==> src/verilog/tdu_regs.vh <==
`ifndef TDU_REGS_VH
`define TDU_REGS_VH

// ----------------------------------------------------------------
// Register byte offsets
// ----------------------------------------------------------------
`define TDU_OFS_UNIT_CONTROL       8'h00
`define TDU_OFS_UNIT_SOURCE_SELECT 8'h04
`define TDU_OFS_UNIT_OPERAND_VALUE 8'h08
`define TDU_OFS_BLOCK_CONTROL      8'h0C
`define TDU_OFS_UNIT_STATUS        8'h10

// ----------------------------------------------------------------
// Field positions
// ----------------------------------------------------------------
`define TDU_WIDTH_LSB       0
`define TDU_WIDTH_MSB       2
`define TDU_OPCODE_LSB      8
`define TDU_OPCODE_MSB      11
`define TDU_RELOAD_SEL_LSB  0
`define TDU_RELOAD_SEL_MSB  3
`define TDU_STEP_SEL_LSB    8
`define TDU_STEP_SEL_MSB    11
`define TDU_AUX_SEL_LSB     16
`define TDU_AUX_SEL_MSB     19
`define TDU_INIT_SEL_LSB    24
`define TDU_INIT_SEL_MSB    25
`define TDU_LIMIT_SEL_LSB   28
`define TDU_LIMIT_SEL_MSB   29
`define TDU_OPERAND_LSB     0
`define TDU_OPERAND_MSB     7
`define TDU_ENABLE_BIT      31
`define TDU_STAT_EVENT_BIT  8
`define TDU_STAT_RESET_BIT  9

// ----------------------------------------------------------------
// Reset values
// ----------------------------------------------------------------
`define TDU_RST_UNIT_CONTROL       32'h0000_0000
`define TDU_RST_UNIT_SOURCE_SELECT 32'h0000_0000
`define TDU_RST_UNIT_OPERAND_VALUE 32'h0000_0000
`define TDU_RST_BLOCK_CONTROL      32'h0000_0000

// ----------------------------------------------------------------
// Operation codes
// ----------------------------------------------------------------
`define TDU_OP_COUNT_UP        4'h1
`define TDU_OP_COUNT_DOWN      4'h2
`define TDU_OP_COUNT_UP_WRAP   4'h3
`define TDU_OP_COUNT_DOWN_WRAP 4'h4
`define TDU_OP_UP_DOWN         4'h5
`define TDU_OP_UP_DOWN_WRAP    4'h6
`define TDU_OP_ROTATE_RIGHT    4'h7
`define TDU_OP_SHIFT_RIGHT     4'h8
`define TDU_OP_MASKED_ANY      4'h9
`define TDU_OP_SHIFT_MAJORITY  4'hA
`define TDU_OP_SHIFT_COMPARE   4'hB

// ----------------------------------------------------------------
// Trigger and operand source codes, timing
// ----------------------------------------------------------------
`define TDU_TRIG_LOW       4'h0
`define TDU_TRIG_HIGH      4'h1
`define TDU_TRIG_FEEDBACK  4'h2
`define TDU_TRIG_CELL_LO   4'h3
`define TDU_TRIG_CELL_HI   4'hA
`define TDU_OPND_ZERO      2'h0
`define TDU_OPND_CORE      2'h1
`define TDU_OPND_PIN       2'h2
`define TDU_OPND_SOFTWARE  2'h3
`define TDU_RELEASE_CYCLES 2'h3

`endif

==> src/verilog/tdu_operand_mux.v <==
`timescale 1ns/1ps
`default_nettype none
`include "tdu_regs.vh"

module tdu_operand_mux (
    input  wire [1:0] sel,
    input  wire [7:0] core_data,
    input  wire [7:0] pin_data,
    input  wire [7:0] soft_data,
    output reg  [7:0] operand
);
    always @* begin
        case (sel)
            `TDU_OPND_ZERO: operand = 8'h00;
            `TDU_OPND_CORE: operand = core_data;
            `TDU_OPND_PIN:  operand = pin_data;
            default:        operand = soft_data;
        endcase
    end
endmodule
`default_nettype wire

==> src/verilog/tdu_top.v <==
// Behaviour
// - Four-bit operation code picks one of eleven operations, codes 1 to 11.
// - Active width is the three-bit width field plus one.
// - Reload trigger source: 0 low, 1 high, 2 own event, 3..10 cells 0..7.
// - Step and auxiliary triggers use own selects at 11:8 and 19:16.
// - Each operand comes from zero, pin bus, core bus or software field.
// - Initial operand select at 25:24, limit operand select at 29:28.
// - One output event; 8-bit state held in unit-clock flip-flops.
// - Mask of width bits drives the limit and zero compares, increment, decrement and masked operand.
// - Count up: reload loads, step increments to limit then holds.
// - Count up wrap: step at limit reloads initial operand.
// - Count down: reload loads, step decrements to zero then holds.
// - Count down wrap: step at zero reloads initial operand.
// - Up/down: reload, then step up to limit, then aux down to zero.
// - Up/down wrap: step at limit or aux at zero reloads initial operand.
// - Rotate right: old lsb goes to top of active width; event is lsb.
// - Shift right: aux trigger enters top of active width; event is lsb.
// - Shift majority shifts as shift; event high for state 3, 5, 6, 7.
// - Shift compare shifts as shift; event is masked state equals masked limit.
// - Masked any: event is OR of the bits of state AND limit AND mask; only reload changes.
// - Disabled block holds state in reset; release three cycles after enable.
//
// Register access over Wishbone and the address map are this design's own decisions.
`timescale 1ns/1ps
`default_nettype none
`include "tdu_regs.vh"

module tdu_top (
    input  wire        clock,
    input  wire        rst,
    input  wire        wb_cyc_i,
    input  wire        wb_stb_i,
    input  wire        wb_we_i,
    input  wire [7:0]  wb_adr_i,
    input  wire [3:0]  wb_sel_i,
    input  wire [31:0] wb_dat_i,
    output reg  [31:0] wb_dat_o,
    output reg         wb_ack_o,
    input  wire [7:0]  cell_out,
    input  wire [7:0]  pin_data,
    input  wire [7:0]  core_data,
    output reg         output_event
);

    // ----------------------------------------------------------------
    // Bus slave
    // ----------------------------------------------------------------
    reg  [31:0] unit_control_q;
    reg  [31:0] unit_source_select_q;
    reg  [31:0] unit_operand_value_q;
    reg  [31:0] block_control_q;
    reg  [31:0] rd_data_d;
    wire        bus_req;
    wire        wr_req;
    wire [31:0] lane_mask;

    // One access per request cycle; the gap after ack only masks the ack cycle, so a held
    // stb is taken again on the cycle after.
    assign bus_req   = wb_cyc_i & wb_stb_i & ~wb_ack_o;
    assign wr_req    = bus_req & wb_we_i;
    assign lane_mask = {{8{wb_sel_i[3]}}, {8{wb_sel_i[2]}},
                        {8{wb_sel_i[1]}}, {8{wb_sel_i[0]}}};

    always @(posedge clock) begin
        if (rst) begin
            wb_ack_o <= 1'b0;
        end else begin
            wb_ack_o <= bus_req;
        end
    end

    always @(posedge clock) begin
        if (rst) begin
            unit_control_q       <= `TDU_RST_UNIT_CONTROL;
            unit_source_select_q <= `TDU_RST_UNIT_SOURCE_SELECT;
            unit_operand_value_q <= `TDU_RST_UNIT_OPERAND_VALUE;
            block_control_q      <= `TDU_RST_BLOCK_CONTROL;
        end else if (wr_req) begin
            if (wb_adr_i == `TDU_OFS_UNIT_CONTROL) begin
                unit_control_q <= (unit_control_q & ~lane_mask) | (wb_dat_i & lane_mask);
            end else if (wb_adr_i == `TDU_OFS_UNIT_SOURCE_SELECT) begin
                unit_source_select_q <= (unit_source_select_q & ~lane_mask)
                                        | (wb_dat_i & lane_mask);
            end else if (wb_adr_i == `TDU_OFS_UNIT_OPERAND_VALUE) begin
                unit_operand_value_q <= (unit_operand_value_q & ~lane_mask)
                                        | (wb_dat_i & lane_mask);
            end else if (wb_adr_i == `TDU_OFS_BLOCK_CONTROL) begin
                block_control_q <= (block_control_q & ~lane_mask) | (wb_dat_i & lane_mask);
            end
        end
    end

    // ----------------------------------------------------------------
    // Field extraction
    // ----------------------------------------------------------------
    wire [2:0] width_minus_one;
    wire [3:0] operation_code;
    wire [3:0] reload_trigger_select;
    wire [3:0] step_trigger_select;
    wire [3:0] aux_trigger_select;
    wire [1:0] initial_operand_select;
    wire [1:0] limit_operand_select;
    wire [7:0] soft_operand;
    wire       block_enable;

    assign width_minus_one        = unit_control_q[`TDU_WIDTH_MSB:`TDU_WIDTH_LSB];
    assign operation_code         = unit_control_q[`TDU_OPCODE_MSB:`TDU_OPCODE_LSB];
    assign reload_trigger_select  =
        unit_source_select_q[`TDU_RELOAD_SEL_MSB:`TDU_RELOAD_SEL_LSB];
    assign step_trigger_select    =
        unit_source_select_q[`TDU_STEP_SEL_MSB:`TDU_STEP_SEL_LSB];
    assign aux_trigger_select     =
        unit_source_select_q[`TDU_AUX_SEL_MSB:`TDU_AUX_SEL_LSB];
    assign initial_operand_select =
        unit_source_select_q[`TDU_INIT_SEL_MSB:`TDU_INIT_SEL_LSB];
    assign limit_operand_select   =
        unit_source_select_q[`TDU_LIMIT_SEL_MSB:`TDU_LIMIT_SEL_LSB];
    assign soft_operand           = unit_operand_value_q[`TDU_OPERAND_MSB:`TDU_OPERAND_LSB];
    assign block_enable           = block_control_q[`TDU_ENABLE_BIT];

    // ----------------------------------------------------------------
    // Block reset release
    // ----------------------------------------------------------------
    reg  [1:0] release_cnt_q;
    wire       unit_reset;

    // Held in reset while disabled; the delay keeps the state in reset
    // for three cycles after enable before it may move.
    always @(posedge clock) begin
        if (rst || !block_enable) begin
            release_cnt_q <= 2'h0;
        end else if (release_cnt_q != `TDU_RELEASE_CYCLES) begin
            release_cnt_q <= release_cnt_q + 2'h1;
        end
    end

    assign unit_reset = (release_cnt_q != `TDU_RELEASE_CYCLES);

    // ----------------------------------------------------------------
    // Trigger and operand selection
    // ----------------------------------------------------------------
    reg        event_d;
    wire       reload_trigger;
    wire       step_trigger;
    wire       aux_trigger;
    wire [7:0] initial_operand;
    wire [7:0] limit_operand;

    // Feedback uses the unregistered event; it depends on state, limit operand and register fields only,
    // so no combinational loop through the trigger path is possible.
    tdu_trigger_mux u_reload_mux (
        .sel       (reload_trigger_select),
        .own_event (event_d),
        .cell_out  (cell_out),
        .trig      (reload_trigger)
    );

    tdu_trigger_mux u_step_mux (
        .sel       (step_trigger_select),
        .own_event (event_d),
        .cell_out  (cell_out),
        .trig      (step_trigger)
    );

    tdu_trigger_mux u_aux_mux (
        .sel       (aux_trigger_select),
        .own_event (event_d),
        .cell_out  (cell_out),
        .trig      (aux_trigger)
    );

    tdu_operand_mux u_initial_mux (
        .sel       (initial_operand_select),
        .core_data (core_data),
        .pin_data  (pin_data),
        .soft_data (soft_operand),
        .operand   (initial_operand)
    );

    tdu_operand_mux u_limit_mux (
        .sel       (limit_operand_select),
        .core_data (core_data),
        .pin_data  (pin_data),
        .soft_data (soft_operand),
        .operand   (limit_operand)
    );

    // ----------------------------------------------------------------
    // Shared datapath terms
    // ----------------------------------------------------------------
    reg  [7:0] state_register_q;
    reg  [7:0] state_register_d;
    wire [7:0] mask;
    wire [7:0] top_bit;
    wire [7:0] init_masked;
    wire       eq_limit;
    wire       eq_zero;
    wire [7:0] incr_masked;
    wire [7:0] decr_masked;
    wire [7:0] shifted;
    wire [7:0] rotated;
    wire [7:0] shifted_in;
    wire       majority;

    assign mask        = 8'hFF >> (3'h7 - width_minus_one);
    assign top_bit     = 8'h01 << width_minus_one;
    assign init_masked = initial_operand & mask;
    assign eq_limit    = (state_register_q & mask) == (limit_operand & mask);
    assign eq_zero     = (state_register_q & mask) == 8'h00;
    assign incr_masked = (state_register_q + 8'h01) & mask;
    assign decr_masked = (state_register_q - 8'h01) & mask;
    // Top position cleared, so a stale bit left above a narrowed width cannot leak in
    assign shifted     = {1'b0, state_register_q[7:1]} & mask & ~top_bit;
    assign rotated     = shifted | (state_register_q[0] ? top_bit : 8'h00);
    assign shifted_in  = shifted | (aux_trigger ? top_bit : 8'h00);
    // Compared against the whole state, so bits above the width must be clear
    assign majority    = (state_register_q == 8'h03) | (state_register_q == 8'h05)
                         | (state_register_q == 8'h06) | (state_register_q == 8'h07);

    // ----------------------------------------------------------------
    // Operation select
    // ----------------------------------------------------------------
    always @* begin
        state_register_d = state_register_q;
        event_d          = 1'b0;
        case (operation_code)
            `TDU_OP_COUNT_UP: begin
                event_d = eq_limit;
                if (reload_trigger) begin
                    state_register_d = init_masked;
                end else if (step_trigger) begin
                    state_register_d = eq_limit ? state_register_q : incr_masked;
                end
            end
            `TDU_OP_COUNT_UP_WRAP: begin
                event_d = eq_limit;
                if (reload_trigger) begin
                    state_register_d = init_masked;
                end else if (step_trigger) begin
                    state_register_d = eq_limit ? init_masked : incr_masked;
                end
            end
            `TDU_OP_COUNT_DOWN: begin
                event_d = eq_zero;
                if (reload_trigger) begin
                    state_register_d = init_masked;
                end else if (step_trigger) begin
                    state_register_d = eq_zero ? state_register_q : decr_masked;
                end
            end
            `TDU_OP_COUNT_DOWN_WRAP: begin
                event_d = eq_zero;
                if (reload_trigger) begin
                    state_register_d = init_masked;
                end else if (step_trigger) begin
                    state_register_d = eq_zero ? init_masked : decr_masked;
                end
            end
            `TDU_OP_UP_DOWN: begin
                event_d = eq_limit | eq_zero;
                if (reload_trigger) begin
                    state_register_d = init_masked;
                end else if (step_trigger) begin
                    state_register_d = eq_limit ? state_register_q : incr_masked;
                end else if (aux_trigger) begin
                    state_register_d = eq_zero ? state_register_q : decr_masked;
                end
            end
            `TDU_OP_UP_DOWN_WRAP: begin
                event_d = eq_limit | eq_zero;
                if (reload_trigger) begin
                    state_register_d = init_masked;
                end else if (step_trigger) begin
                    state_register_d = eq_limit ? init_masked : incr_masked;
                end else if (aux_trigger) begin
                    state_register_d = eq_zero ? init_masked : decr_masked;
                end
            end
            `TDU_OP_ROTATE_RIGHT: begin
                event_d = state_register_q[0];
                if (reload_trigger) begin
                    state_register_d = init_masked;
                end else if (step_trigger) begin
                    state_register_d = rotated;
                end
            end
            `TDU_OP_SHIFT_RIGHT: begin
                event_d = state_register_q[0];
                if (reload_trigger) begin
                    state_register_d = init_masked;
                end else if (step_trigger) begin
                    state_register_d = shifted_in;
                end
            end
            `TDU_OP_MASKED_ANY: begin
                event_d = |(state_register_q & limit_operand & mask);
                if (reload_trigger) begin
                    state_register_d = init_masked;
                end
            end
            `TDU_OP_SHIFT_MAJORITY: begin
                event_d = majority;
                if (reload_trigger) begin
                    state_register_d = init_masked;
                end else if (step_trigger) begin
                    state_register_d = shifted_in;
                end
            end
            `TDU_OP_SHIFT_COMPARE: begin
                event_d = eq_limit;
                if (reload_trigger) begin
                    state_register_d = init_masked;
                end else if (step_trigger) begin
                    state_register_d = shifted_in;
                end
            end
            default: begin
                state_register_d = state_register_q;
                event_d          = 1'b0;
            end
        endcase
    end

    // ----------------------------------------------------------------
    // State and event flip-flops
    // ----------------------------------------------------------------
    // The event port is registered, so it trails the state by one cycle;
    // this matches running the unit with its output pipelined.
    always @(posedge clock) begin
        if (rst || unit_reset) begin
            state_register_q <= 8'h00;
            output_event     <= 1'b0;
        end else begin
            state_register_q <= state_register_d;
            output_event     <= event_d;
        end
    end

    // ----------------------------------------------------------------
    // Read data
    // ----------------------------------------------------------------
    always @* begin
        if (wb_adr_i == `TDU_OFS_UNIT_CONTROL) begin
            rd_data_d = unit_control_q;
        end else if (wb_adr_i == `TDU_OFS_UNIT_SOURCE_SELECT) begin
            rd_data_d = unit_source_select_q;
        end else if (wb_adr_i == `TDU_OFS_UNIT_OPERAND_VALUE) begin
            rd_data_d = unit_operand_value_q;
        end else if (wb_adr_i == `TDU_OFS_BLOCK_CONTROL) begin
            rd_data_d = block_control_q;
        end else if (wb_adr_i == `TDU_OFS_UNIT_STATUS) begin
            rd_data_d = {22'h0, unit_reset, event_d, state_register_q};
        end else begin
            rd_data_d = 32'h0000_0000;
        end
    end

    always @(posedge clock) begin
        if (rst) begin
            wb_dat_o <= 32'h0000_0000;
        end else if (bus_req && !wb_we_i) begin
            wb_dat_o <= rd_data_d;
        end
    end

endmodule
`default_nettype wire

==> src/verilog/tdu_trigger_mux.v <==
`timescale 1ns/1ps
`default_nettype none
`include "tdu_regs.vh"

module tdu_trigger_mux (
    input  wire [3:0] sel,
    input  wire       own_event,
    input  wire [7:0] cell_out,
    output reg        trig
);
    wire [3:0] cell_idx;

    assign cell_idx = sel - `TDU_TRIG_CELL_LO;

    always @* begin
        if (sel == `TDU_TRIG_LOW) begin
            trig = 1'b0;
        end else if (sel == `TDU_TRIG_HIGH) begin
            trig = 1'b1;
        end else if (sel == `TDU_TRIG_FEEDBACK) begin
            trig = own_event;
        end else if (sel <= `TDU_TRIG_CELL_HI) begin
            // Codes 3..10 pick cells 0..7
            trig = cell_out[cell_idx[2:0]];
        end else begin
            // Undefined codes read as a quiet low trigger
            trig = 1'b0;
        end
    end
endmodule
`default_nettype wire
==> config.mk <==
export PLATFORM = sky130hd
export DESIGN_NAME = tdu_top
export DESIGN_NICKNAME = d
export VERILOG_FILES = /design/src/verilog/tdu_operand_mux.v /design/src/verilog/tdu_top.v /design/src/verilog/tdu_trigger_mux.v
export VERILOG_INCLUDE_DIRS = /design/src /design/src/verilog
export SDC_FILE = /design/constraint.sdc
export NUM_CORES = 1
export LEC_CHECK = 0
export ABC_CLOCK_PERIOD_IN_PS = 5100
export BUFFER_PORTS_ARGS = -buffer_cell sky130_fd_sc_hd__buf_2
export CORE_MARGIN = 2
export CORE_UTILIZATION = 60
export CTS_BUF_LIST = sky130_fd_sc_hd__clkbuf_8
export CTS_CLUSTER_SIZE = 10
export DETAILED_ROUTE_END_ITERATION = 8
export GPL_ROUTABILITY_DRIVEN = 0
export PLACE_DENSITY = 0.85
export REMOVE_ABC_BUFFERS = 1
export SYNTH_ARGS = -nofsm -noshare
export SYNTH_HDL_FRONTEND = slang
export SYNTH_SLANG_ARGS = --single-unit
==> constraint.sdc <==
create_clock -name clock -period 5.1 [get_ports clock]
set_clock_uncertainty 0.1 [all_clocks]
set_input_delay 0.255 -clock clock [delete_from_list [all_inputs] [get_ports clock]]
set_output_delay 0.255 -clock clock [all_outputs]
set_load 0.02 [all_outputs]
; Word-level counts from Yosys, hierarchy flattened
; Cells that the tools add are included.
[totals]
reg_bits = 172
inputBits = 73
output_inout_bits = 34
elab_cells = 173
[op_classes]
addsub = 7
magnitude_cmp = 6
n_eq_ne = 40
shift = 2
n_mux = 52
bitwise = 33
reduce_logical = 24
[op_table]
columns = cell, n
row1 = $mux 8, 25
row2 = $and 32x32->32, 5
row3 = $mux 32, 4
row4 = $or 32x32->32, 4
row5 = $pmux 8 s9, 1
row6 = $and 8x8->8, 8
row7 = $pmux 8 s3, 2
row8 = $eq 8x3->1 const B, 4
row9 = $not 32->32, 1
row10 = $eq 4x2->1 const B, 5
row11 = $eq 4x1->1 const B, 4
row12 = $eq 4x3->1 const B, 4
row13 = $eq 4x4->1 const B, 4
row14 = $eq 8x4->1 const B, 2
row15 = $logic_not 8->1, 2
row16 = $or 8x8->8, 2
row17 = $mux 1, 15
row18 = $ne 3x3->1 const B, 5
row19 = $le 4x4->1 const B, 3
row20 = $logic_not 4->1, 3
row21 = $lt 3x4->1 const B, 3
row22 = $mux 10, 1
row23 = $reduce_and 10->1, 1
row24 = $bmux 1 s3, 3
row25 = other kinds (33), 53

; Logic depth before layout (Yosys ltp)
[depth]
word_depth = 14
ltp_mapped = 15
depth_no_buf = 12

; By module
; A second synthesis with hierarchy kept.
[hier_totals]
cells_unflattened = 1336
hier_area_um2 = 10333.7
[modules_own_cells]
columns = module, instances, cells_per_inst, area_each_um2, seq_area_each_um2
row1 = tdu_top, 1, 1242, 9417.8, 3443.3
row2 = tdu_trigger_mux, 3, 18, 177.7, 0.0
row3 = tdu_operand_mux, 2, 20, 191.4, 0.0

; Worst setup path before layout
; OpenSTA, ideal clock, no wires.
[synth_timing]
kind = register to register
startpoint = register state_register_q[0]
endpoint = register state_register_q[4]
setup_ns = 0.117
t_arrival_ns = 3.459
required_time_ns = 4.883
slack_ns = 1.424
path_stages_with_launch = 15
n_path_buf = 3
period_less_slack_ns = 3.676
cell_sequence = dfxtp_1 > clkbuf_1 > clkbuf_1 > inv_1 > ha_1 > o31ai_1 > nor4_1 > a221o_1 > or3_1 > or3_1 > buf_2 > nand4_1 > a31oi_1 > or4_1 > a32o_1
[synth_between]
elab_chain_len = 13
word_cells_on_any_way = 65
classes_between = add/sub (2) / eq/ne (14) / mux (35) / bitwise (11) / reduce/logical (3)
[synth_lines]
columns = element, line_no
row1 = "start, declared", tdu_top.v:191  ; reg [7:0] state_register_q;
row2 = "start signal, assigned", tdu_top.v:334  ; state_register_q <= state_register_d;
row3 = $eq 8x2->1 / $eq 8x3->1 (equally long branches), tdu_top.v:217  ; assign majority = (state_register_q == 8'h03) | (state_register_q == 8'h05)
row4 = $or 1x1->1, tdu_top.v:217
row5 = $or 1x1->1 (2 in a row), tdu_top.v:218  ; | (state_register_q == 8'h06) | (state_register_q == 8'h07);
row6 = $pmux 1 s6, tdu_top.v:226  ; case (operation_code)
row7 = $mux 1, tdu_trigger_mux.v:20  ; end else if (sel == `TDU_TRIG_FEEDBACK) begin
row8 = $mux 1, tdu_trigger_mux.v:18  ; end else if (sel == `TDU_TRIG_HIGH) begin
row9 = $mux 1, tdu_trigger_mux.v:16  ; if (sel == `TDU_TRIG_LOW) begin
row10 = $mux 8, tdu_top.v:215  ; assign shifted_in = shifted | (aux_trigger ? top_bit : 8'h00);
row11 = $or 8x8->8, tdu_top.v:215
row12 = $mux 8, "tdu_top.v:291, tdu_top.v:305, tdu_top.v:313"
row13 = $mux 8, tdu_top.v:289  ; if (reload_trigger) begin
row14 = $pmux 8 s9, tdu_top.v:226
; Parallel ways exist; a longest one is shown, timed or not. The select of a mux whose other input is x is not followed.
; A chain may end at the register's enable or synchronous reset.

==> run_results.csv <==
group,metric,value,unit
critical_path,cp.required,5410,ps
yosys,yosys.area.top_type_share,33.4,%
sta,tns,0,ps
critical_path,worstSetupPathType,"reg -> reg",
floorplan,die_y,135,um
placement,dp.cells,1545,
route,wl,32900,um
yosys,synth_cell_type_count,77,
sta,finalCritPeriodShare,87.5,%
power_and_ir_drop,power.total,2.50,mW
route,wire_per_inst,20.4,um
route,drc,0,
yosys,syn_area_per_cell,7.95,um2
grt,grt_pass1_vias,10300,
floorplan,die-area,18200,um2
sta,period_needed,4460,ps
grt,grt_usage,36.4,%
clock_network,post_cts_buffers,0,
power_and_ir_drop,clkPwrFrac,40.1,%
power_and_ir_drop,intPower,1.91,mW
yosys,synth_compound_area_share,20.6,%
grt,grt-ovfl-total,0,
placement,io_buffers,106,
sta,max_clock_freq,224,MHz
grt,grt_first_pass_wirelength,53000,um
route,via_per_inst,6.77,
yosys,synth_top_family_by_area,"simple AND/OR/NAND/NOR gates",
sta,final_hold_viol_count,0,
clock_network,clock_path_buffers,2,
power_and_ir_drop,p_leak,4.11,nW
grt,grt_max_degree,92,
yosys,synth_area_leaders,"dfxtp_1 (33%), mux2i_1 (13%), nor2_1 (8.6%), a21oi_1 (5.2%), nand2_1 (3.7%)",
layout,nets,1467,
clock_network,root_buffer,"clkbuf_8",
layout,drive_above_1_share,13.8,%
route,drtIter0Drc,1693,
clock_network,cts_resized,0,
yosys,ys_ff_latch,172,
outcome,status,"complete, no violations",
floorplan,fp-row-count,47,
flow_run,cap_violations,0,
layout,syn2layout_area_growth,12.7,%
yosys,synth-simple-area-share,22.8,%
sta,finalSetupViolations,0,
yosys,synth-main-ff-cell,"dfxtp_1",
critical_path,cp_data_arrival_time,4770,ps
grt,antenna_found_initial,5,
clock_network,cts_tree,"built",
yosys,ys_warn_count,0,
critical_path,cp-start-kind,"flip-flop",
route,ant_nets,0,
clock_network,h-tree-depth,4,
hold_path,hold_class,"in -> reg",
sta,maxSlewHeadroom,19.9,%
yosys,async_reset_ff_share,0,%
clock_network,clk_latency,480,ps
power_and_ir_drop,peakVddDrop,0.205,mV
route,dr.pass1.iters,9,
floorplan,ios,107,
yosys,netlist_instances,1297,
floorplan,initial_core_util,61.7,%
placement,dpl-instance-area,10900,um2
clock_network,clkSinkCount,172,
critical_path,crit_fanout,23,
layout,final_cells,1613,
placement,dp_hpwl,21900,um
sta,rsz0062_at_grt,"false",
sta,final_max_slew_viol_count,0,
yosys,syn_area,10300,um2
power_and_ir_drop,power_frac_comb,5.9,%
sta,max_slew.worst_pin.slew,1190,ps
power_and_ir_drop,switching_share,23.7,%
yosys,synth-adder-area-share,2.19,%
floorplan,die_w,135,um
yosys,muxShareOfSynthArea,15.5,%
yosys,yosysTopAreaCell,"dfxtp_1",
layout,design_area,11600,um2
clock_network,cts_buffers,17,
sta,holdWs,14.7,ps
yosys,synth_edf_count,0,
clock_network,clkTransAtPathRegs,110,ps
route,vias,10900,
floorplan,coreArea,16700,um2
power_and_ir_drop,seqPwrFrac,53.9,%
yosys,synth_seq_area_share,33.4,%
power_and_ir_drop,power_per_cell_area,215,nW/um2
yosys,synthXorXnorAreaFrac,1.27,%
critical_path,crit_path_end_kind,"flip-flop",
power_and_ir_drop,p_sw,593,uW
==> power groups by stage <==
| stage | logic (mW) | clock network, mW | registers [mW] |
|---|---|---|---|
| after floorplan | 0.0334 | 0 | 1.38 |
| after global placement | 0.124 | 0 | 1.38 |
| after detailed placement | 0.126 | 0 | 1.38 |
| after CTS | 0.145 | 1.00 | 1.35 |
| after global routing | 0.158 | 1.06 | 1.35 |
| final | 0.148 | 1.00 | 1.35 |
==> final cells by class <==
| type | count | area [um2] |
|---|---|---|
| clock buffer | 22 | 303 |
| timing repair buffer | 153 | 966 |
| inverter | 18 | 67.6 |
| multi-input combinational | 1014 | 6430 |
| sequential | 172 | 3440 |
| clock inverter | 9 | 111 |
| tap | 220 | 275 |
| fill | 1326 | 5090 |
| antenna | 5 | 12.5 |
==> metal layers <==
metal  wire length [um]  GRT usage [%]  part of all wire, %
met5                 13              0                0.039
met4               1880           19.7                  5.7
met3               4270           11.9                   13
met2              14200           54.8                   43
met1              12500           46.3                   38
==> Yosys cell counts, drive strengths merged (4+ instances only) <==
cell,count
clkbuf,73
o31ai,9
dfxtp,172
a32oi,11
mux2i,130
o221ai,11
inv,17
xnor2,12
or3,8
a221o,27
nand2b,8
mux2,14
nor3,53
a221oi,4
a211o,4
ha,18
nand2,101
o21ai,40
and2,6
a32o,4
a31oi,11
nand3,52
nor4,6
a211oi,11
and3,12
a22oi,14
mux4,6
a21oi,109
o211ai,9
nor2,236
nand4,6
or2,6
nor2b,12
o2111a,5
buf,20
==> critical path, cell delays in order, from the launching register on <==
cell and delay (ps):
dfxtp_1 790, nand2_1 370, o221ai_1 320, nor2_2 70, a221o_1 400, nor3_2 450
a31oi_2 470, o311a_1 460, nor3_2 610, a21oi_1 170, a31oi_1 190
==> cell usage in the layout (no fill, tap or decap), types with 18 or more instances in the layout <==
| master | Yosys | routed |
|---|---|---|
| a21oi_1 | 108 | 108 |
| a221o_1 | 27 | 27 |
| buf_2 | 10 | 105 |
| clkbuf_8 | 0 | 22 |
| dfxtp_1 | 172 | 172 |
| dlygate4sd3_1 | 0 | 32 |
| ha_1 | 18 | 18 |
| inv_1 | 17 | 19 |
| mux2i_1 | 130 | 130 |
| nand2_1 | 101 | 101 |
| nand3_1 | 52 | 52 |
| nor2_1 | 235 | 235 |
| nor3_1 | 51 | 51 |
| o21ai_0 | 37 | 37 |
==> cells by family (layout without fill, tap and decap cells) <==
logic type / Yosys count / in the layout
and+or+nand+nor: 523 / 523
AOI/OAI and AO/OA: 308 / 308
DFF: 172 / 172
muxes: 150 / 150
buffers and inverters: 111 / 202
adders and majority gates: 18 / 18
xor gates and xnor gates: 15 / 15
other: 0 / 5
==> per-stage QoR <==
| stage | worst slack (ps) | util, % |
|---|---|---|
| finish | 639 | 69.5 |
| CTS | 896 | 69.5 |
| global placement | 1120 | 65.1 |
| detailed placement | 917 | 65.1 |
| floorplan | 970 | - |
| global route | 563 | 69.5 |
==> repair_timing <==
action | CTS | global route
hold buffers | 32 | 0
setup endpoints to repair | 0 | 0
hold endpoints to repair | 114 | 0
==> final timing paths <==
path,endpoint,slack [ps],cells past startpoint,from
setup reg to reg,state_register_q[1],640,10,flip-flop
hold / removal,wb_ack_o,10,3,wb_stb_i
hold reg to reg,flip-flop,360,2,flip-flop
setup / recovery,state_register_q[1],640,10,flip-flop
Power figures use the tool's default switching activity.
